## config.mk

```make
export PLATFORM = sky130hd
export DESIGN_NAME = sdp_debug_port
export DESIGN_NICKNAME = d
export VERILOG_FILES = /design/src/shared/sdp_pkg.sv /design/src/rtl/sdp_debug_port.sv
export SDC_FILE = /design/constraint.sdc
export NUM_CORES = 1
export LEC_CHECK = 0
export ABC_CLOCK_PERIOD_IN_PS = 3200
export BUFFER_PORTS_ARGS = -buffer_cell sky130_fd_sc_hd__buf_2
export CAP_MARGIN = 20
export CORE_MARGIN = 3
export CORE_UTILIZATION = 46
export CTS_BUF_LIST = sky130_fd_sc_hd__clkbuf_8 sky130_fd_sc_hd__clkbuf_16
export DETAILED_ROUTE_END_ITERATION = 10
export PLACE_DENSITY = 0.75
export SETUP_SLACK_MARGIN = 0.4
export SLEW_MARGIN = 20
export SYNTH_ARGS = -nofsm -noshare
export SYNTH_HDL_FRONTEND = slang
export SYNTH_SLANG_ARGS = --single-unit
```

## constraint.sdc

```tcl
create_clock -name I_CORE_CLK -period 3.2 [get_ports I_CORE_CLK]
set_input_delay 0.96 -clock I_CORE_CLK [delete_from_list [all_inputs] [get_ports I_CORE_CLK]]
set_output_delay 0.96 -clock I_CORE_CLK [all_outputs]
set_load 0.02 [all_outputs]
```

## src/shared/sdp_pkg.sv

```systemverilog
// What this block does
// - tap state advances on sampled mode select
// - serial input sampled on test clock rise
// - serial output driven only while shifting out
// - test reset clears interface logic asynchronously
// - serial logic paced by test clock edges
// - instruction register cpu read-only, never shifted out
// - last four instruction bits shifted are kept
// - test reset loads all-ones instruction
// - status readable serially, never loaded serially
// - status shifts out flag first, reserved next
// - status bit 11 one, other reserved zero
// - flag zero means cpu owns data word
// - test reset sets transfer flag to one
// - data word: two cpu-accessible halves, serial chain
// - data shifts keep the last 32 bits
// - input enters high bit 31, output low bit 0
// - data word never reset by anything
// - one-bit bypass stage, no cpu access
// - loading interrupt instruction raises interrupt request
// - all-ones instruction routes input through bypass stage
// - five mode-select-high clocks reset the interface
// - serial output changes on test clock rise
package sdp_pkg;
  localparam int SDP_REG_W = 16;
  localparam int SDP_DATA_W = 32;
  localparam int SDP_INSTR_W = 4;
  localparam int SDP_SEL_W = 2;
  // instruction codes
  localparam logic [SDP_INSTR_W-1:0] SDP_INSTR_IRQ = 4'hA;
  localparam logic [SDP_INSTR_W-1:0] SDP_INSTR_BYPASS = 4'hF;
  localparam logic [SDP_INSTR_W-1:0] SDP_INSTR_RESET = 4'hF;
  localparam logic [11:0] SDP_INSTR_PAD = 12'h000;
  // status layout: bits 15..1 constant, bit 0 transfer flag
  localparam logic [14:0] SDP_STAT_FIXED = 15'h0400;
  localparam int SDP_FLAG_BIT = 0;
  localparam logic SDP_FLAG_RESET = 1'b1;
  // cpu register selects
  localparam logic [SDP_SEL_W-1:0] SDP_SEL_INSTR = 2'h0;
  localparam logic [SDP_SEL_W-1:0] SDP_SEL_STATUS = 2'h1;
  localparam logic [SDP_SEL_W-1:0] SDP_SEL_DATA_HI = 2'h2;
  localparam logic [SDP_SEL_W-1:0] SDP_SEL_DATA_LO = 2'h3;
  // consecutive mode-select-high edges that force reset
  localparam logic [2:0] SDP_TMS_RESET_CNT = 3'h5;
  typedef enum logic [3:0] {
    SDP_TLR, SDP_RTI, SDP_SEL_DR, SDP_CAP_DR, SDP_SH_DR, SDP_EX1_DR,
    SDP_PA_DR, SDP_EX2_DR, SDP_UPD_DR, SDP_SEL_IR, SDP_CAP_IR,
    SDP_SH_IR, SDP_EX1_IR, SDP_PA_IR, SDP_EX2_IR, SDP_UPD_IR
  } sdp_tap_t;
endpackage : sdp_pkg

```

## src/rtl/sdp_debug_port.sv

```systemverilog
`timescale 1ns/100ps
module sdp_debug_port (
  input wire logic I_CORE_CLK,
  input wire logic I_RSTN,
  input wire logic I_TRST_N,
  input wire logic I_TCK,
  input wire logic I_TMS,
  input wire logic I_TDI,
  output logic O_TDO,
  output logic O_TDO_OE,
  output logic O_IRQ,
  input wire logic [sdp_pkg::SDP_SEL_W-1:0] I_CPU_SEL,
  input wire logic I_CPU_WE,
  input wire logic [sdp_pkg::SDP_REG_W-1:0] I_CPU_WDATA,
  output logic [sdp_pkg::SDP_REG_W-1:0] O_CPU_RDATA,
  output logic O_CPU_FLAG
);
  import sdp_pkg::*;

  typedef struct packed {
    logic tck_s1;
    logic tck_s2;
    logic tck_s3;
    logic tms_s1;
    logic tms_s2;
    logic tdi_s1;
    logic tdi_s2;
    sdp_tap_t state;
    logic [SDP_INSTR_W-1:0] ir_sh;
    logic [SDP_INSTR_W-1:0] instr;
    logic flag;
    logic [SDP_REG_W-1:0] stat_sh;
    logic bypass;
    logic tdo;
    logic tdo_oe;
    logic irq;
    logic [SDP_REG_W-1:0] rdata;
    logic [2:0] tms_hi;
  } sdp_state_t;

  sdp_state_t q, n;
  logic [SDP_DATA_W-1:0] data_q;
  logic [SDP_DATA_W-1:0] data_d;
  logic rst_n;
  logic tck_rise;
  logic data_sel;
  logic [SDP_REG_W-1:0] status_word;

  // either reset clears the interface at once
  // asynchronous test reset
  assign rst_n = I_RSTN & I_TRST_N;
  // test clock edge found by core clock
  assign tck_rise = q.tck_s2 & ~q.tck_s3;
  // data word owns the chain under the interrupt instruction while flag shows transfer in progress
  assign data_sel = (q.instr == SDP_INSTR_IRQ) && q.flag;
  assign status_word = {SDP_STAT_FIXED, q.flag};

  // next state of all control logic
  always_comb begin
    n = q;
    data_d = data_q;
    n.tck_s1 = I_TCK;
    n.tck_s2 = q.tck_s1;
    n.tck_s3 = q.tck_s2;
    n.tms_s1 = I_TMS;
    n.tms_s2 = q.tms_s1;
    n.tdi_s1 = I_TDI;
    n.tdi_s2 = q.tdi_s1;
    n.irq = 1'b0;
    // cpu read mux, one cycle latency
    // instruction readable, low bits zero
    case (I_CPU_SEL)
      SDP_SEL_INSTR: n.rdata = {q.instr, SDP_INSTR_PAD};
      SDP_SEL_STATUS: n.rdata = status_word;
      SDP_SEL_DATA_HI: n.rdata = data_q[SDP_DATA_W-1:SDP_REG_W];
      SDP_SEL_DATA_LO: n.rdata = data_q[SDP_REG_W-1:0];
      default: n.rdata = status_word;
    endcase
    // cpu writes; instruction select is ignored
    // cpu may write the flag
    if (I_CPU_WE && I_CPU_SEL == SDP_SEL_STATUS) begin
      n.flag = I_CPU_WDATA[SDP_FLAG_BIT];
    end
    // cpu access to both data halves
    if (I_CPU_WE && I_CPU_SEL == SDP_SEL_DATA_HI) begin
      data_d[SDP_DATA_W-1:SDP_REG_W] = I_CPU_WDATA;
    end
    if (I_CPU_WE && I_CPU_SEL == SDP_SEL_DATA_LO) begin
      data_d[SDP_REG_W-1:0] = I_CPU_WDATA;
    end
    if (tck_rise) begin
      // tap controller walk on mode select
      case (q.state)
        SDP_TLR: n.state = q.tms_s2 ? SDP_TLR : SDP_RTI;
        SDP_RTI: n.state = q.tms_s2 ? SDP_SEL_DR : SDP_RTI;
        SDP_SEL_DR: n.state = q.tms_s2 ? SDP_SEL_IR : SDP_CAP_DR;
        SDP_CAP_DR: n.state = q.tms_s2 ? SDP_EX1_DR : SDP_SH_DR;
        SDP_SH_DR: n.state = q.tms_s2 ? SDP_EX1_DR : SDP_SH_DR;
        SDP_EX1_DR: n.state = q.tms_s2 ? SDP_UPD_DR : SDP_PA_DR;
        SDP_PA_DR: n.state = q.tms_s2 ? SDP_EX2_DR : SDP_PA_DR;
        SDP_EX2_DR: n.state = q.tms_s2 ? SDP_UPD_DR : SDP_SH_DR;
        SDP_UPD_DR: n.state = q.tms_s2 ? SDP_SEL_DR : SDP_RTI;
        SDP_SEL_IR: n.state = q.tms_s2 ? SDP_TLR : SDP_CAP_IR;
        SDP_CAP_IR: n.state = q.tms_s2 ? SDP_EX1_IR : SDP_SH_IR;
        SDP_SH_IR: n.state = q.tms_s2 ? SDP_EX1_IR : SDP_SH_IR;
        SDP_EX1_IR: n.state = q.tms_s2 ? SDP_UPD_IR : SDP_PA_IR;
        SDP_PA_IR: n.state = q.tms_s2 ? SDP_EX2_IR : SDP_PA_IR;
        SDP_EX2_IR: n.state = q.tms_s2 ? SDP_UPD_IR : SDP_SH_IR;
        SDP_UPD_IR: n.state = q.tms_s2 ? SDP_SEL_DR : SDP_RTI;
        default: n.state = SDP_TLR;
      endcase
      // register actions on the current state
      case (q.state)
        SDP_SH_IR: begin
          // keep the last four bits, first bit ends in bit 0
          n.ir_sh = {q.tdi_s2, q.ir_sh[SDP_INSTR_W-1:1]};
        end
        SDP_UPD_IR: begin
          n.instr = q.ir_sh;
          if (q.ir_sh == SDP_INSTR_IRQ) begin
            n.irq = 1'b1;
          end
        end
        SDP_CAP_DR: begin
          // flag lands in first shift position
          n.stat_sh = status_word;
          n.bypass = 1'b0;
        end
        SDP_SH_DR: begin
          if (q.instr != SDP_INSTR_IRQ) begin
            n.bypass = q.tdi_s2;
          end else if (data_sel) begin
            // shifting keeps the latest 32 bits
            data_d = {q.tdi_s2, data_q[SDP_DATA_W-1:1]};
          end else begin
            n.stat_sh = {1'b0, q.stat_sh[SDP_REG_W-1:1]};
          end
        end
        SDP_UPD_DR: begin
          // transfer done, cpu owns data word
          if (data_sel) begin
            n.flag = 1'b0;
          end
        end
        default: begin
          n.bypass = q.bypass;
        end
      endcase
      // count mode-select-high rises for the reset check
      if (!q.tms_s2) begin
        n.tms_hi = 3'h0;
      end else if (q.tms_hi != SDP_TMS_RESET_CNT) begin
        n.tms_hi = q.tms_hi + 3'h1;
      end
      // test logic reset returns initial values
      if (n.state == SDP_TLR) begin
        n.instr = SDP_INSTR_RESET;
        n.flag = SDP_FLAG_RESET;
      end
      // drive only while a chain shifts out
      n.tdo_oe = (n.state == SDP_SH_DR);
      // output updates on test clock rise
      if (q.instr != SDP_INSTR_IRQ) begin
        n.tdo = n.bypass;
      end else if (data_sel) begin
        // output starts at low bit 0
        n.tdo = data_d[0];
      end else begin
        n.tdo = n.stat_sh[0];
      end
    end
  end

  // control state; both resets give initial values
  // instruction all ones, flag one
  always_ff @(posedge I_CORE_CLK or negedge rst_n) begin
    if (!rst_n) begin
      q <= '0;
      q.state <= SDP_TLR;
      q.instr <= SDP_INSTR_RESET;
      q.flag <= SDP_FLAG_RESET;
    end else begin
      q <= n;
    end
  end

  // data word has no reset at all
  // never initialised
  always_ff @(posedge I_CORE_CLK) begin
    data_q <= data_d;
  end

  // outputs straight from flops
  assign O_TDO = q.tdo;
  assign O_TDO_OE = q.tdo_oe;
  assign O_IRQ = q.irq;
  assign O_CPU_RDATA = q.rdata;
  assign O_CPU_FLAG = q.flag;
endmodule : sdp_debug_port

```

Word-level counts from Yosys, hierarchy flattened
Cells that the tools add are included.
{"block": "op_classes", "n_eq_ne": 24, "n_reduce_logical": 15, "n_bitwise": 3, "mux": 36}
{"op": "32-bit two-way mux", "n": 4}
{"op": "16-bit two-way mux", "n": 4}
{"op": "16-bit one-hot mux with 4 select lines", "n": 1}
{"op": "4-bit one-hot mux with 12 select lines", "n": 1}
{"op": "4-bit equality test, second input constant", "n": 10}
{"op": "16-bit one-hot mux with 2 select lines", "n": 1}
{"op": "4-bit two-way mux", "n": 6}
{"op": "21-bit two-way mux", "n": 1}
{"op": "4-bit by 3-bit equality test with 1-bit output, second input constant", "n": 5}
{"op": "1-bit two-way mux", "n": 11}
{"op": "4-bit by 2-bit equality test with 1-bit output, second input constant", "n": 2}
{"op": "4-bit logical NOT", "n": 2}
{"op": "2-bit two-way mux", "n": 3}
{"op": "3-bit two-way mux", "n": 2}
{"op": "5-bit two-way mux", "n": 1}
{"op": "2-bit equality test, second input constant", "n": 2}
{"op": "4-bit by 1-bit equality test with 1-bit output, second input constant", "n": 1}
{"op": "1-bit logical AND", "n": 4}
{"op": "2-bit inequality test, second input constant", "n": 2}
{"op": "4-bit inequality test, second input constant", "n": 1}
{"op": "2-bit AND reduction", "n": 2}
{"op": "4-bit AND reduction", "n": 1}
{"op": "2-bit nonzero test", "n": 2}
{"op": "2-bit OR reduction", "n": 2}
{"op": "other kinds (6)", "n": 7}
{"block": "word_totals", "output_inout_bits": 20, "input_bits": 25, "regBits": 88, "elab_cells": 97}

Logic depth before layout (Yosys ltp)
Gate-level depths: netlist of run 1.
{"block": "logic_depth", "word_depth": 9, "depth_mapped": 6}

Worst setup path before layout of run 1
No wires, ideal clock.
{"block": "synth_timing", "path_kind": "input-to-reg", "startpoint": "in I_CPU_SEL[1] (netlist name)", "endpoint": "reg data_q[10]", "t_arrival_ns": 1.981, "setup_slack_ns": 1.086, "path_stages": 5, "setup_time_ns": 0.132, "cell_sequence": "buf_2 > nand3_1 > buf_2 > mux2i_1 > a21oi_1"}
{"block": "synth_via", "elab_chain_cells": 7}
{"element": "from (decl)", "line": "sdp_debug_port.sv:12", "source": "input wire logic [sdp_pkg::SDP_SEL_W-1:0] I_CPU_SEL,"}
{"element": "2-bit equality test *", "line": "sdp_debug_port.sv:88", "source": "if (I_CPU_WE && I_CPU_SEL == SDP_SEL_DATA_LO) begin"}
{"element": "1-bit logical AND *", "line": "sdp_debug_port.sv:88"}
{"element": "16-bit two-way mux *", "line": "sdp_debug_port.sv:88"}
{"element": "32-bit two-way mux", "line": "sdp_debug_port.sv:132", "source": "end else if (data_sel) begin"}
{"element": "32-bit two-way mux", "line": "sdp_debug_port.sv:130", "source": "if (q.instr != SDP_INSTR_IRQ) begin"}
{"element": "32-bit two-way mux", "line": "sdp_debug_port.sv:113", "source": "case (q.state)"}
{"element": "32-bit two-way mux *", "line": "sdp_debug_port.sv:91", "source": "if (tck_rise) begin"}
{"element": "named net data_d[10]", "line": "sdp_debug_port.sv:43", "source": "logic [SDP_DATA_W-1:0] data_d;"}
{"element": "to (signal assigned)", "line": "sdp_debug_port.sv:190", "source": "data_q <= data_d;"}
{"element": "to (decl)", "line": "sdp_debug_port.sv:42", "source": "logic [SDP_DATA_W-1:0] data_q;"}
Mark *: on every way through the listed nets, which the timed path passes. The rest lies on a longest branch.
A chain may end at the register's enable or synchronous reset.

Worst setup path in the final report of run 1
{"block": "layout_timing", "startpoint": "reg q[48] (netlist name)", "endpoint": "reg q[34] (netlist name)"}
{"block": "layout_via", "elab_chain_cells": 3, "elab_cells_between_ends": 7, "cone_classes": "eq/ne (4); mux (1); reduce/logical (2)"}
{"element": "from (decl)", "line": "sdp_debug_port.sv:41", "source": "sdp_state_t q, n;"}
{"element": "from (signal assigned)", "line": "sdp_debug_port.sv:183", "source": "q <= n;"}
{"element": "4-bit by 3-bit equality test with 1-bit output / 4-bit by 2-bit equality test with 1-bit output (equally long branches)", "line": "sdp_debug_port.sv:113"}
{"element": "2-bit inequality test (no line) / 2-bit nonzero test (equally long branches)"}
{"element": "4-bit AND reduction (no line)"}
Parallel ways exist; a longest one is shown, timed or not.

==> results.yml, run 1 <==
run_status:
  status: "finished, final reports clean"
yosys:
  synth_cells: 413
  synthArstFlopShare: 0.632
  ys_top_cells_by_count: "dfrtp_1 (50), mux2i_1 (50), a21oi_1 (47), nor2_1 (39), dfxtp_1 (32)"
  ys_ff_latch: 87
  synth_top_cell_by_area: "dfrtp_1"
  ys_types: 47
  syn_nets: 438
  ys_dominant_reg_cell: "dfrtp_1"
  syn_area_per_cell_sq_um: 9.91
  synth_area_leaders: "dfrtp_1 (31%), dfxtp_1 (16%), mux2i_1 (12%), a21oi_1 (5.7%), nor2_1 (3.6%)"
  ys_seq_area_frac: 0.494
  yosysWarnings: 0
  synth_top_area_share: 0.306
  synth_edf_count: 0
  synth_area_sq_um: 4090
finish:
  drive_above_1_share: 0.216
  fin_cells: 540
  seq_area_sq_um: 2020
  area_growth_pct: 8.95
  antennaDiodeCount: 0
  fillers: 752
  final_util: 0.530
  multi_input_area_sq_um: 1740
  nets: 455
global_routing:
  grt_pass1_wl_mm: 13.1
  grt_overflow: 0
  grt_pass1_vias: 2761
  grt_max_degree: 65
  grt.met2_usage: 0.246
  grt_usage: 0.163
  grt.busiest_layer: "met2"
  grt_use_met3: 0.0479
  antenna_found_initial: 0
  met1_usage: 0.224
placement:
  placed_cells: 524
  pre_cts_ws_ns: 0.878
  io_buffers: 44
  gp_congestion: 0.892
  place_hpwl_mm: 5.16
die:
  dieArea_sq_um: 10100
  initial_utilization: 0.486
  row_count: 33
  io_pins: 45
  core_sq_um: 8420
  fp.dieH_um: 100
  chipWidth_um: 100
route:
  drc: 0
  wl_per_cell_um: 14.5
  via_per_inst: 5.46
  drtPass1Iterations: 4
  wirelength_mm: 7.82
  first_iter_violations: 328
  ant_nets: 0
  via_count: 2946
power_and_ir_drop:
  total_power_w: 0.00299
  ir_drop_v: 0.000251
  leakage_nw: 2.18
  powerDensity_nw_per_um2: 671
cts:
  cts-root-buf: "clkbuf_8"
  cts_tree: "built"
  cts_resized: 0
  cts.sinks: 87
  cts_buffers: 9
  ctsLongestPathBuffers: 2
  cts_hold_buf: 0
  clkLatencyLatePin_ns: 0.36
  clkTransAtPathRegs_ns: 0.09
  htreeDepth: 3
  post-cts-setup-buffers: 0
sta:
  fin_skew_ns: 0.0112
  worstMarginPinSlew_ns: 0.645
  rsz0062_at_grt: "false"
  finalSetupViolations: 0
  totalNegativeSetupSlack_ns: 0
  finalCritPeriodShare: 0.712
  min_period_ns: 2.28
  max_freq_mhz: 439
  slew_violations: 0
  relSlewSlack: 0.564
  hold_violations: 0
  worst_slack_ns: 0.923
setup_path:
  path_buf_inv: 0
  r2r_end: "q[34]$_DFFE_PN0P_"
  r2r_slack_ns: 0.92
  ff2ff_path_depth: 4
  worstSetupPathType: "reg -> reg"
  start_kind: "flip-flop"
  worstPathCellList: "or4b_4, nor3_4, o21a_4, a2bb2oi_1"
  crit_path_end: "q[34]$_DFFE_PN0P_"
  critPathCaptureType: "flip-flop"
  crit_path_top_delay_cell: "or4b_4"
  crit_fanout: 18
  startpoint: "q[48]$_DFFE_PN0P_"
  crit_path_max_incr_delay_ns: 0.64
  arrival_ns: 2.56
  crit_family: "simple AND/OR/NAND/NOR gates"
  cp.required_ns: 3.49
  crit_cells: 4
  crit-reg2reg-launch: "q[48]$_DFFE_PN0P_"
run:
  max_cap_violations: 0
min_path:
  hp-class: "reg -> reg"
## state kept, by name, summed over array words and instances, names as in the netlist
| register | flops |
|---|---|
| O_CPU_FLAG | 1 |
| O_CPU_RDATA | 16 |
| O_IRQ | 1 |
| O_TDO | 1 |
| O_TDO_OE | 1 |
| data_q | 32 |
| n | 4 |
| q | 31 |
## worst reg2reg max path: cells and delay by family (launching register included)
kind             cells  cell delay (ns)
AND/OR/NAND/NOR      2             1.14
flip-flops           1             0.57
AO/OA/AOI/OAI        2             0.51
## stage by stage
stage               area, sq um  hold WS (ns)
floorplan                  4090         0.331
global placement           4260         0.332
detailed placement         4260         0.335
CTS                        4460         0.356
global route               4460         0.368
finish                     4460         0.355
## kinds of logic (layout without fill, tap and decap cells)
family	after synthesis	count (layout)	synth area share
buffers and inverters	64	86	0.0804
AO/OA/AOI/OAI	92	92	0.137
multiplexers	55	55	0.136
AND/OR/NAND/NOR	115	115	0.153
flip-flops	87	87	0.494
## area by class of cell
cell class	instances	area share
clock buffer	9	0.0278
clock inverter	7	0.0177
inverter	18	0.0151
multi-input combinational	262	0.391
sequential	87	0.454
tap	105	0.0295
timing repair buffer	52	0.0656
## routing by layer
layer | routed length [um] | part of all wire
met1 | 3620 | 0.46
met2 | 3690 | 0.47
met3 | 414 | 0.053
met4 | 99 | 0.013
met5 | 0 | 0
## power by group
part           leakage [nW]  switching (W)  internal, W
logic                  1.10       0.000356     0.000310
registers             0.976       0.000226      0.00132
clock network         0.106       0.000414     0.000371
## how the worst min path moves through the flow
stage | cells past startpoint | slack [ns] | endpoint | start
2_1_floorplan | 0 | 0.33 | n[56]$_DFF_PN0_ | n[57]$_DFF_PN0_
4_1_cts | 0 | 0.36 | n[56]$_DFF_PN0_ | n[57]$_DFF_PN0_
3_3_place_gp | 0 | 0.33 | q[54]$_DFF_PN0_ | n[54]$_DFF_PN0_
6_report | 0 | 0.36 | n[56]$_DFF_PN0_ | n[57]$_DFF_PN0_
5_1_grt | 0 | 0.37 | q[52]$_DFF_PN0_ | n[52]$_DFF_PN0_
3_5_place_dp | 0 | 0.33 | n[56]$_DFF_PN0_ | n[57]$_DFF_PN0_
## cells in the final DEF, fill, tap and decap left out, drive strengths merged, types with 2 or more instances in the layout
| cell | Yosys | routed |
|---|---|---|
| nand3 | 18 | 18 |
| inv | 18 | 21 |
| dfrtp | 50 | 50 |
| nand3b | 2 | 2 |
| clkinv | 0 | 3 |
| nand2b | 3 | 3 |
| a21oi | 47 | 47 |
| nor2 | 39 | 39 |
| nor2b | 17 | 17 |
| o2bb2ai | 2 | 2 |
| nand4 | 5 | 5 |
| o211ai | 4 | 4 |
| dfstp | 5 | 5 |
| nand2 | 14 | 14 |
| o41ai | 2 | 2 |
| nor3 | 3 | 3 |
| o21ai | 26 | 26 |
| clkbuf | 21 | 9 |
| mux2 | 5 | 5 |
| nor4b | 2 | 2 |
| mux2i | 50 | 50 |
| dfxtp | 32 | 32 |
| or4bb | 2 | 2 |
| and2 | 3 | 3 |
| a31oi | 3 | 3 |
| o21a | 2 | 2 |
| buf | 25 | 52 |
Power figures use the tool's default switching activity.
==> inputs of run 2 (changes only) <==
ABC_CLOCK_PERIOD_IN_PS = 1900   (was 3200)
PLACE_DENSITY = 0.78   (was 0.75)
clock period = 1.9 ns   (was 3.2 ns; I/O delays follow)
==> run 2 against run 1 <==
Against the previous run: critical path depth up 1; sequential share of layout area fell by 3.3 points; global-route usage is 0.71 points higher; worst hold slack worse by 0.13 ns; combinational power rose by 150%; utilization is 4.1 points higher; setup slack lost 0.80 ns; count of clock-buffer cells in the layout unchanged; sequential power grew 60%.
==> results.yml, run 2 (synthesized netlist as in run 1, its figures left out) <==
run_status:
  status: "finished, final reports clean"
sta:
  max_freq_mhz: 562
  totalNegativeSetupSlack_ns: 0
  rsz0062_at_grt: "true"
  min_period_ns: 1.78
  finalSetupViolations: 0
  slew_violations: 0
  hold_violations: 0
  finalCritPeriodShare: 0.936
  relSlewSlack: 0.735
  worstMarginPinSlew_ns: 0.398
  fin_skew_ns: 0.0121
placement:
  io_buffers: 44
  place_hpwl_mm: 5.69
  gp_congestion: 0.832
route:
  via_per_inst: 5.43
  via_count: 3075
  drc: 0
  ant_nets: 0
  drtPass1Iterations: 4
  wl_per_cell_um: 15.1
  wirelength_mm: 8.53
  first_iter_violations: 136
run:
  max_cap_violations: 0
finish:
  top_register: "data_q"
  final_cell_mix: "dfrtp_1 (50), mux2i_1 (50), a21oi_1 (47)"
  area_growth_pct: 17.4
  antennaDiodeCount: 0
  drive_above_1_share: 0.273
  nets: 481
  largest_reg_flops: 32
cts:
  cts.sinks: 87
  cts_tree: "built"
  cts_hold_buf: 0
  cts_buffers: 9
  cts-root-buf: "clkbuf_8"
  ctsLongestPathBuffers: 2
  clkTransAtPathRegs_ns: 0.09
  clkLatencyLatePin_ns: 0.35
  htreeDepth: 3
setup_path:
  crit_path_max_incr_delay_ns: 0.57
  critPathCaptureType: "flip-flop"
  cp.required_ns: 2.13
  worstSetupPathType: "reg -> reg"
  crit_path_top_delay_cell: "or4bb_4"
  crit_fanout: 7
  arrival_ns: 2.01
  start_kind: "flip-flop"
  worstPathCellList: "or4bb_4, nor3_4, o21a_4, buf_12, o21ai_4"
die:
  fp.dieH_um: 100
  chipWidth_um: 100
  initial_utilization: 0.486
  dieArea_sq_um: 10100
  io_pins: 45
  row_count: 33
  core_sq_um: 8420
power_and_ir_drop:
  ir_drop_v: 0.000525
  leakage_nw: 2.36
  total_power_w: 0.00553
  powerDensity_nw_per_um2: 1150
global_routing:
  antenna_found_initial: 1
  grt_overflow: 0
  grt_usage: 0.170
  grt_pass1_vias: 2923
  grt_max_degree: 65
  grt_pass1_wl_mm: 13.8
min_path:
  hp-class: "in -> async"
-- run 2: changes by cell type in the layout (fill, tap and decap cells not counted), moves of 2 or more --
| cell | change |
|---|---|
| buf_4 | +17 |
| buf_6 | +9 |
| o21ai_1 | +2 |
| buf_2 | -3 |
| buf_12 | +3 |
| clkinv_4 | -2 |
| mux2_2 | -3 |
| mux2_4 | +3 |
| o21ai_0 | -2 |
-- run 2: worst paths after layout --
kind / startpoint / endpoint / slack, ns / cells past startpoint
max: q[43]$_DFFE_PN1P_ / q[29]$_DFFE_PN0P_ / 0.12 / 5
min: I_TRST_N / q[49]$_DFFE_PN0P_ / 0.23 / 2
max reg2reg: q[43]$_DFFE_PN1P_ / q[29]$_DFFE_PN0P_ / 0.12 / 5
min reg2reg: n[57]$_DFF_PN0_ / n[56]$_DFF_PN0_ / 0.35 / 0
max in group asynchronous: I_RSTN / q[43]$_DFFE_PN1P_ / 1.11 / 3
min in group I_CORE_CLK: I_TMS / n[54]$_DFF_PN0_ / 0.32 / 1
-- run 2: what timing repair did --
action                                  in CTS  in global routing
resized for setup                           10                 15
pin swaps                                    2                  1
endpoints found under the setup margin      58                 59
buffers inserted                             7                  9
-- run 2: cell type report --
cell class              count  area (sq um)
well taps                 105           131
flip-flops and latches     87          2020
clock buffers               9           124
inverters                  18          67.6
clock inverters             7          93.8
multi-input cells         262          1800
repair buffers             78           567
fillers                   711          3620
-- run 2: routing by layer --
metal / vias to the layer above / wire, um / track usage
li1: 1501 / - / -
met1: 1482 / 3760 / 0.225
met2: 75 / 4160 / 0.272
met3: 15 / 467 / 0.0354
met4: 2 / 146 / 0.0715
met5: - / 7 / 0
-- run 2: stage by stage --
step                       util  setup slack [ns]  instances  area [sq um]  hold WS (ns)
after floorplan               -            0.0926        413          4120         0.331
after global placement    0.518             0.126        534          4370         0.332
after detailed placement  0.518            0.0861        534          4370         0.338
after CTS                 0.556             0.143        557          4680         0.222
after global routing      0.571            0.0436        566          4810         0.241
final                     0.571             0.122        566          4810         0.230
-- run 2: worst max-delay path, delay by kind of cell (launching register included) --
family | cells | cell delay [ns]
AND/OR/NAND/NOR | 2 | 0.75
flip-flops | 1 | 0.55
buffers and inverters | 1 | 0.13
AO/OA/AOI/OAI | 2 | 0.24
-- run 2: report_power, final --
group	internal [W]	switching, W	leakage (nW)
logic	0.000796	0.000843	1.26
clock network	0.000747	0.000671	0.116
registers	0.00222	0.000249	0.976
total	0.00376	0.00176	2.36
